<file path="src/rtl/limit_alert_pkg.sv">
// shared constants and types of the limit status and alert logic
`default_nettype none
package limit_alert_pkg;

   // ----------------------------------------------------------------
   // register offsets
   // ----------------------------------------------------------------
   localparam logic [7:0] OFS_STATUS_PRI = 8'h41;
   localparam logic [7:0] OFS_STATUS_SEC = 8'h42;
   localparam logic [7:0] OFS_MASK_PRI = 8'h74;
   localparam logic [7:0] OFS_MASK_SEC = 8'h75;
   localparam logic [7:0] OFS_CFG_THREE = 8'h78;
   localparam logic [7:0] OFS_CFG_FOUR = 8'h7d;

   // ----------------------------------------------------------------
   // field positions
   // ----------------------------------------------------------------
   localparam int SUMMARY_BIT = 7;
   localparam int REMOTE_TWO_BIT = 6;
   localparam int LOCAL_BIT = 5;
   localparam int REMOTE_ONE_BIT = 4;
   localparam int MAIN_SUPPLY_BIT = 2;
   localparam int CPU_SUPPLY_BIT = 1;
   localparam int CPU_MASK_BIT = 0;
   localparam int DIODE_TWO_BIT = 7;
   localparam int DIODE_ONE_BIT = 6;
   localparam int FAN_FOUR_BIT = 5;
   localparam int FAN_ONE_BIT = 2;
   localparam int OVERTEMP_BIT = 1;
   localparam int ALERT_EN_BIT = 0;
   localparam logic [7:0] STATUS_PRI_USED = 8'h76;
   localparam logic [7:0] STATUS_SEC_USED = 8'hfe;

   // ----------------------------------------------------------------
   // reset values
   // ----------------------------------------------------------------
   localparam logic [7:0] STATUS_RST = 8'h00;
   localparam logic [7:0] MASK_RST = 8'h00;
   localparam logic [7:0] RDATA_RST = 8'h00;

   // ----------------------------------------------------------------
   // channels and pin functions
   // ----------------------------------------------------------------
   localparam int NUM_CH = 5;
   localparam int MEAS_W = 8;
   localparam int CH_CPU = 0;
   localparam int CH_MAIN = 1;
   localparam int CH_REMOTE_ONE = 2;
   localparam int CH_LOCAL = 3;
   localparam int CH_REMOTE_TWO = 4;

   typedef enum logic [1:0] {
      PIN9_SPEED = 2'b00,
      PIN9_HOT = 2'b01,
      PIN9_ALERT = 2'b10,
      PIN9_SPARE = 2'b11
   } pin9_func_t;

   typedef struct packed {
      logic valid;
      logic [MEAS_W-1:0] value;
      logic [MEAS_W-1:0] low;
      logic [MEAS_W-1:0] high;
   } meas_t;

   typedef struct packed {
      logic diode_two_fault;
      logic diode_one_fault;
      logic fan_four_slow;
      logic fan_three_slow;
      logic fan_two_slow;
      logic fan_one_slow;
      logic hot_timer_over;
      logic overtemp;
   } aux_t;

   typedef struct packed {
      logic rd;
      logic wr;
      logic [7:0] addr;
      logic [7:0] wdata;
   } reg_req_t;

   typedef struct packed {
      logic [7:0] cause_pri;
      logic [7:0] status_pri;
      logic [7:0] status_sec;
      logic [7:0] mask_pri;
      logic [7:0] mask_sec;
      logic alert_en;
      pin9_func_t pin9_func;
      logic [7:0] rdata;
      logic alert_n;
      logic pin5_oe_n;
      logic pin9_oe_n;
   } state_t;

endpackage
`default_nettype wire

</file>
<file path="src/rtl/limit_status_alert_logic.sv">
// sticky limit status registers, alert masking and alert pin selection
`timescale 1ns/1ps
`default_nettype none

//
// Behaviour
// - out-of-limit comparison sets channel status bit
// - status sticky, read clears only absent causes
// - primary bit 7 summarises secondary status
// - primary bits 6,5,4: remote two, local, remote one
// - primary bit 2 main, bit 1 cpu supply
// - secondary bits 7,6: diode two, one faults
// - secondary bit 5: fan four or hot timer
// - secondary bits 4,3,2: fans three, two, one
// - secondary bit 1: overtemperature limit exceeded
// - alert held while out, until status read
// - mask blocks alert only, status still sets
// - mask bit 7 secondary, bit 0 cpu
// - mask bits 6,5,4 temps, bit 2 main
// - secondary mask bits gate secondary sources
// - alert off at reset; config bit enables pin five
// - pin nine function field: speed, hot, alert
// - high is greater-than, low is less-or-equal
module limit_status_alert_logic (
   // clock and reset
   input wire logic REF_CLK,
   input wire logic ARST_N,
   // register access
   input wire limit_alert_pkg::reg_req_t REG,
   output logic [7:0] REG_RDATA,
   // comparator sources
   input wire limit_alert_pkg::meas_t [limit_alert_pkg::NUM_CH-1:0] MEAS,
   input wire limit_alert_pkg::aux_t AUX,
   // alert and pins
   output logic ALERT_N,
   output logic PIN5_OUT,
   output logic PIN5_OE_N,
   output logic PIN9_OUT,
   output logic PIN9_OE_N
);

   // ----------------------------------------------------------------
   // helpers
   // ----------------------------------------------------------------
   function automatic int ch_bit(input int ch);
      int b;
      b = limit_alert_pkg::CPU_SUPPLY_BIT;
      unique case (ch)
         limit_alert_pkg::CH_MAIN: b = limit_alert_pkg::MAIN_SUPPLY_BIT;
         limit_alert_pkg::CH_REMOTE_ONE: b = limit_alert_pkg::REMOTE_ONE_BIT;
         limit_alert_pkg::CH_LOCAL: b = limit_alert_pkg::LOCAL_BIT;
         limit_alert_pkg::CH_REMOTE_TWO: b = limit_alert_pkg::REMOTE_TWO_BIT;
         default: b = limit_alert_pkg::CPU_SUPPLY_BIT;
      endcase
      return b;
   endfunction

   // window comparison of one measurement
   function automatic logic out_of_limit(input limit_alert_pkg::meas_t m);
      return (m.value > m.high) || (m.value <= m.low);
   endfunction

   function automatic logic hits(input limit_alert_pkg::reg_req_t q, input logic [7:0] ofs);
      return q.addr == ofs;
   endfunction

   // mask aligned onto primary status positions
   function automatic logic [7:0] pri_mask_aligned(input logic [7:0] m);
      logic [7:0] a;
      a = m;
      a[limit_alert_pkg::CPU_SUPPLY_BIT] = m[limit_alert_pkg::CPU_MASK_BIT];
      a[limit_alert_pkg::CPU_MASK_BIT] = 1'b1;
      return a;
   endfunction

   function automatic logic alert_of(input limit_alert_pkg::state_t s);
      logic p;
      logic q;
      p = |(s.status_pri & ~pri_mask_aligned(s.mask_pri) & limit_alert_pkg::STATUS_PRI_USED);
      q = |(s.status_sec & ~s.mask_sec & limit_alert_pkg::STATUS_SEC_USED);
      return p | (q & ~s.mask_pri[limit_alert_pkg::SUMMARY_BIT]);
   endfunction

   // ----------------------------------------------------------------
   // state
   // ----------------------------------------------------------------
   limit_alert_pkg::state_t r;
   limit_alert_pkg::state_t n;
   logic [7:0] cause_pri;
   logic [7:0] cause_sec;
   logic rd_pri;
   logic rd_sec;
   logic alert;

   always_comb begin
      n = r;
      cause_pri = r.cause_pri;
      for (int i = 0; i < limit_alert_pkg::NUM_CH; i++) begin
         if (MEAS[i].valid) begin
            cause_pri[ch_bit(i)] = out_of_limit(MEAS[i]);
         end
      end
      cause_pri = cause_pri & limit_alert_pkg::STATUS_PRI_USED;
      n.cause_pri = cause_pri;

      cause_sec = 8'h00;
      cause_sec[limit_alert_pkg::DIODE_TWO_BIT] = AUX.diode_two_fault;
      cause_sec[limit_alert_pkg::DIODE_ONE_BIT] = AUX.diode_one_fault;
      cause_sec[limit_alert_pkg::FAN_ONE_BIT+2] = AUX.fan_three_slow;
      cause_sec[limit_alert_pkg::FAN_ONE_BIT+1] = AUX.fan_two_slow;
      cause_sec[limit_alert_pkg::FAN_ONE_BIT] = AUX.fan_one_slow;
      cause_sec[limit_alert_pkg::OVERTEMP_BIT] = AUX.overtemp;
      // shared bit follows pin nine function
      if (r.pin9_func == limit_alert_pkg::PIN9_HOT) begin
         cause_sec[limit_alert_pkg::FAN_FOUR_BIT] = AUX.hot_timer_over;
      end else begin
         cause_sec[limit_alert_pkg::FAN_FOUR_BIT] = AUX.fan_four_slow;
      end

      rd_pri = REG.rd && hits(REG, limit_alert_pkg::OFS_STATUS_PRI);
      rd_sec = REG.rd && hits(REG, limit_alert_pkg::OFS_STATUS_SEC);

      // read clears absent causes, set wins
      n.status_pri = ((r.status_pri & ~({8{rd_pri}} & ~cause_pri)) | cause_pri)
                     & limit_alert_pkg::STATUS_PRI_USED;
      n.status_sec = ((r.status_sec & ~({8{rd_sec}} & ~cause_sec)) | cause_sec)
                     & limit_alert_pkg::STATUS_SEC_USED;

      // register writes
      if (REG.wr) begin
         unique case (REG.addr)
            limit_alert_pkg::OFS_MASK_PRI: n.mask_pri = REG.wdata;
            limit_alert_pkg::OFS_MASK_SEC: n.mask_sec = REG.wdata;
            limit_alert_pkg::OFS_CFG_THREE: n.alert_en = REG.wdata[limit_alert_pkg::ALERT_EN_BIT];
            limit_alert_pkg::OFS_CFG_FOUR: n.pin9_func = limit_alert_pkg::pin9_func_t'(REG.wdata[1:0]);
            default: n.mask_pri = r.mask_pri;
         endcase
      end

      // register reads, unmapped read as zero
      if (REG.rd) begin
         unique case (REG.addr)
            limit_alert_pkg::OFS_STATUS_PRI: n.rdata = {|r.status_sec, r.status_pri[6:0]};
            limit_alert_pkg::OFS_STATUS_SEC: n.rdata = r.status_sec;
            limit_alert_pkg::OFS_MASK_PRI: n.rdata = r.mask_pri;
            limit_alert_pkg::OFS_MASK_SEC: n.rdata = r.mask_sec;
            limit_alert_pkg::OFS_CFG_THREE: n.rdata = {7'h00, r.alert_en};
            limit_alert_pkg::OFS_CFG_FOUR: n.rdata = {6'h00, r.pin9_func};
            default: n.rdata = 8'h00;
         endcase
      end

      alert = alert_of(n);
      n.alert_n = ~alert;
      n.pin5_oe_n = ~(n.alert_en & alert);
      n.pin9_oe_n = ~((n.pin9_func == limit_alert_pkg::PIN9_ALERT) & alert);
   end

   always_ff @(posedge REF_CLK or negedge ARST_N) begin
      if (!ARST_N) begin
         r.cause_pri <= limit_alert_pkg::STATUS_RST;
         r.status_pri <= limit_alert_pkg::STATUS_RST;
         r.status_sec <= limit_alert_pkg::STATUS_RST;
         r.mask_pri <= limit_alert_pkg::MASK_RST;
         r.mask_sec <= limit_alert_pkg::MASK_RST;
         r.alert_en <= 1'b0;
         r.pin9_func <= limit_alert_pkg::PIN9_SPEED;
         r.rdata <= limit_alert_pkg::RDATA_RST;
         r.alert_n <= 1'b1;
         r.pin5_oe_n <= 1'b1;
         r.pin9_oe_n <= 1'b1;
      end else begin
         r <= n;
      end
   end

   // ----------------------------------------------------------------
   // outputs
   // ----------------------------------------------------------------
   assign REG_RDATA = r.rdata;
   assign ALERT_N = r.alert_n;
   assign PIN5_OUT = r.alert_n;
   assign PIN5_OE_N = r.pin5_oe_n;
   assign PIN9_OUT = r.alert_n;
   assign PIN9_OE_N = r.pin9_oe_n;
endmodule
`default_nettype wire

</file>
<file path="config.mk">
export PLATFORM = sky130hd
export DESIGN_NAME = limit_status_alert_logic
export DESIGN_NICKNAME = d
export VERILOG_FILES = /design/src/rtl/limit_alert_pkg.sv /design/src/rtl/limit_status_alert_logic.sv
export SDC_FILE = /design/constraint.sdc
export NUM_CORES = 1
export LEC_CHECK = 0
export BUFFER_PORTS_ARGS = -buffer_cell sky130_fd_sc_hd__clkbuf_2
export CORE_ASPECT_RATIO = 0.6
export CORE_MARGIN = 5
export CORE_UTILIZATION = 50
export CTS_CLUSTER_SIZE = 20
export DETAILED_ROUTE_END_ITERATION = 10
export PLACE_DENSITY = 0.82
export SLEW_MARGIN = 20
export SYNTH_ARGS = -nofsm -noshare
export SYNTH_HDL_FRONTEND = slang
export SYNTH_SLANG_ARGS = --single-unit
</file>
<file path="constraint.sdc">
create_clock -name REF_CLK -period 2.86 [get_ports REF_CLK]
set_input_delay 0.572 -clock REF_CLK [delete_from_list [all_inputs] [get_ports REF_CLK]]
set_output_delay 0.572 -clock REF_CLK [all_outputs]
set_load 0.005 [all_outputs]
</file>
==> flow_metrics.tcl <==
set metrics [dict create \
    antenna_found_initial 0 \
    netSwitchingFraction_pct 28.18 \
    clkLatencyLatePin_ps 290 \
    crit_path_end "PIN5_OE_N" \
    synth.net_count 691 \
    synthFlopType "dfrtp_1" \
    cts_resized 0 \
    synth_area_per_cell_um2 9.073 \
    setup_viol 0 \
    die_w_um 127.7 \
    syn_inst 458 \
    start_kind "primary input" \
    ys_seq_area_share_pct 28.40 \
    min_path_type "primary input to async pin" \
    areaGrowthSynthToFinish_pct 25.35 \
    timing.rr.start "r[11]" \
    first_pass_iters 5 \
    grtUsageTotal_pct 21.97 \
    cts_root_buf "clkbuf_16" \
    core-area_mm2 0.007976 \
    p_leak_nw 2.906 \
    die_h_um 80.62 \
    critPathSlowestCell "a221o_1" \
    path_cells "clkbuf_2 -> nor4_4 -> nand3_2 -> a221o_1 -> o2bb2ai_1 -> nor4_2 -> a2bb2oi_2 -> o2111ai_2 -> o21ai_1" \
    crit_fanout 5 \
    r2r_slack_ps 750 \
    grt_pass1_vias 4053 \
    drc_errors 0 \
    critical_path.top_delay_family "compound AO/OA/AOI/OAI gates" \
    drive_gt1_share_pct 32.91 \
    via_per_inst 5.363 \
    crit_type "primary input to flop" \
    setup_ws_ps 519.8 \
    clock_path_buffers 2 \
    grt_max_degree 35 \
    netlist_area_mm2 0.004155 \
    dp_hpwl_um 9774 \
    slew_violations 0 \
    peakVddDrop_v 0.0002207 \
    p_per_area_mw_per_mm2 334.9 \
    wl_um 11350 \
    final_area_mm2 0.005209 \
    grt_overflow 0 \
    port_buffers 165 \
    synth_edf_count 0 \
    pin_count 166 \
    period_share_pct 81.83 \
    clock_power_share_pct 32.1 \
    ys_ff_latch 47 \
    wl_per_cell_um 15.53 \
    rows 25 \
    antenna_left 0 \
    nNetsFinal 855 \
    status "complete, no violations" \
    cts_setup_buffers 0 \
    fin_crit_ps 2340 \
    cts_tree "built" \
    die-area_mm2 0.01029 \
    rsz0062_at_grt "false" \
    max_freq_ghz 0.4273 \
    tns_ps 0 \
    gp_congestion 0.9179 \
    maxSlewHeadroom_pct 45.53 \
    p_int_mw 1.253 \
    worst_pin_slew_ps 814.1 \
    clk_pin_slew_ps 70 \
    drt_iter0_drc 291 \
    worst-path-stages 9 \
    cts_buffers 5 \
    pre_cts_ws_ps 242.8 \
    critPathMaxStageDelay_ps 380 \
    startpoint "REG[10]" \
    arrival_ps 2550 \
    initial_core_util_pct 52.09 \
    critical_path_required_ps 3070 \
    ys_types 60 \
    drv_cap 0 \
    p_sw_uw 491.5 \
    critPathBufInv 1 \
    ys_async_sr_fraction_pct 100.0 \
    placed_cell_area_mm2 0.005071 \
    finalPower_mw 1.744 \
    fin_worst_skew_ps 9.638 \
    critical_path.endpoint_type "flop" \
    h-tree-depth 2 \
    power_frac_seq_pct 40.9 \
    num_vias 3920 \
    hold_viol 0 \
    antenna_cells 0 \
    clock-sinks 47 \
    hold_buffers 0 \
    reg2reg_depth 8 \
    grt_pass1_wl_um 18500 \
    yosysWarnings 0 \
    rr_endpoint "PIN5_OE_N" \
    p_comb_share_pct 26.9 \
]
synth_stat cells (2+ instances only):
cell type,number,share of area [%]
o21a_1,3,0.54
a21oi_1,37,4.5
dfstp_2,3,1.9
nand3_1,2,0.24
nor2b_1,18,2.7
and3_1,3,0.45
a221oi_1,2,0.42
nand2_1,15,1.4
nor4bb_1,2,0.48
a31oi_1,8,1.2
inv_1,86,7.8
buf_4,10,1.8
o22ai_1,4,0.60
o21ai_0,16,1.9
a222oi_1,6,1.4
nand4_1,17,2.6
nor2_1,19,1.7
a21o_1,12,2.2
and2_1,2,0.30
nand2b_1,5,0.75
dfrtp_1,44,26
o21ai_1,2,0.24
clkbuf_1,4,0.36
ha_1,80,24
mux2_2,17,4.6
o211ai_1,6,1.1
nor4_4,2,1.0
cell type report:
class / instances / area, um^2
clock inverters: 1 / 5.005
multi-input cells: 311 / 2562
inverters: 86 / 322.8
fillers: 673 / 2768
clock buffers: 7 / 132.6
repair buffers: 171 / 870.8
well taps: 108 / 135.1
flip-flops and latches: 47 / 1180
logic make-up after synthesis:
group           count (synthesis)  synth area share, %
mux                            19                5.119
compound gates                112                17.83
flops                          47                28.40
buf+inv                       100                9.937
simple gates                  100                14.63
fa+ha+maj                      80                24.09
power by group through the flow:
stage                     combinational [mW]  clock, mW  sequential [mW]
after floorplan                        0.263          0            0.720
after CTS                              0.472      0.570            0.713
final                                  0.470      0.561            0.714
after global routing                   0.542      0.603            0.716
after global placement                 0.444          0            0.723
after detailed placement               0.468          0            0.725
routing by layer:
layer	up-vias	share of wire (%)	track usage, %
li1	1960	-	-
met1	1792	43	28.97
met2	150	46	36.36
met3	18	8.8	5.914
met4	0	1.4	4.767
met5	-	0	0
state kept, by name, summed over array words and instances, names as in the netlist, named ones only:
signal and cells:
r 34, REG_RDATA 8, ALERT_N 1, PIN9_OE_N 1, PIN5_OE_N 1
placed cells by master, fill, tap and decap left out, drive strengths merged, types with 2 or more instances in the layout:
master / instances
clkbuf: 172
o211ai: 6
and2: 3
nor4bb: 2
nand2b: 5
o22ai: 4
a21o: 12
mux2: 18
dfstp: 3
nand3: 3
and3: 3
nand4: 17
o21ai: 18
dfrtp: 44
nor2: 19
buf: 6
a2bb2oi: 2
a31oi: 8
inv: 86
nand2: 16
ha: 80
a221oi: 2
a222oi: 6
a21oi: 37
nor4: 3
nor2b: 18
o21a: 3
worst min path at each step:
stage,startpoint,cells after the start,slack [ps],endpoint
2_1_floorplan,ARST_N,0,280,REG_RDATA[0]
3_3_place_gp,r[37],2,470,r[37]
3_5_place_dp,ARST_N,1,480,REG_RDATA[0]
4_1_cts,ARST_N,1,170,REG_RDATA[0]
5_1_grt,ARST_N,1,180,REG_RDATA[0]
6_report,ARST_N,1,160,REG_RDATA[3]
per-stage QoR:
| step | hold WS, ps | util (%) | instances |
|---|---|---|---|
| after floorplan | 276.4 | - | 458 |
| after detailed placement | 481.4 | 63.58 | 723 |
| after global placement | 469.0 | 63.58 | 723 |
| after global routing | 184.6 | 65.30 | 731 |
| after CTS | 174.5 | 65.30 | 731 |
| final | 162.4 | 65.30 | 731 |
(Power assumes the default switching activity.)
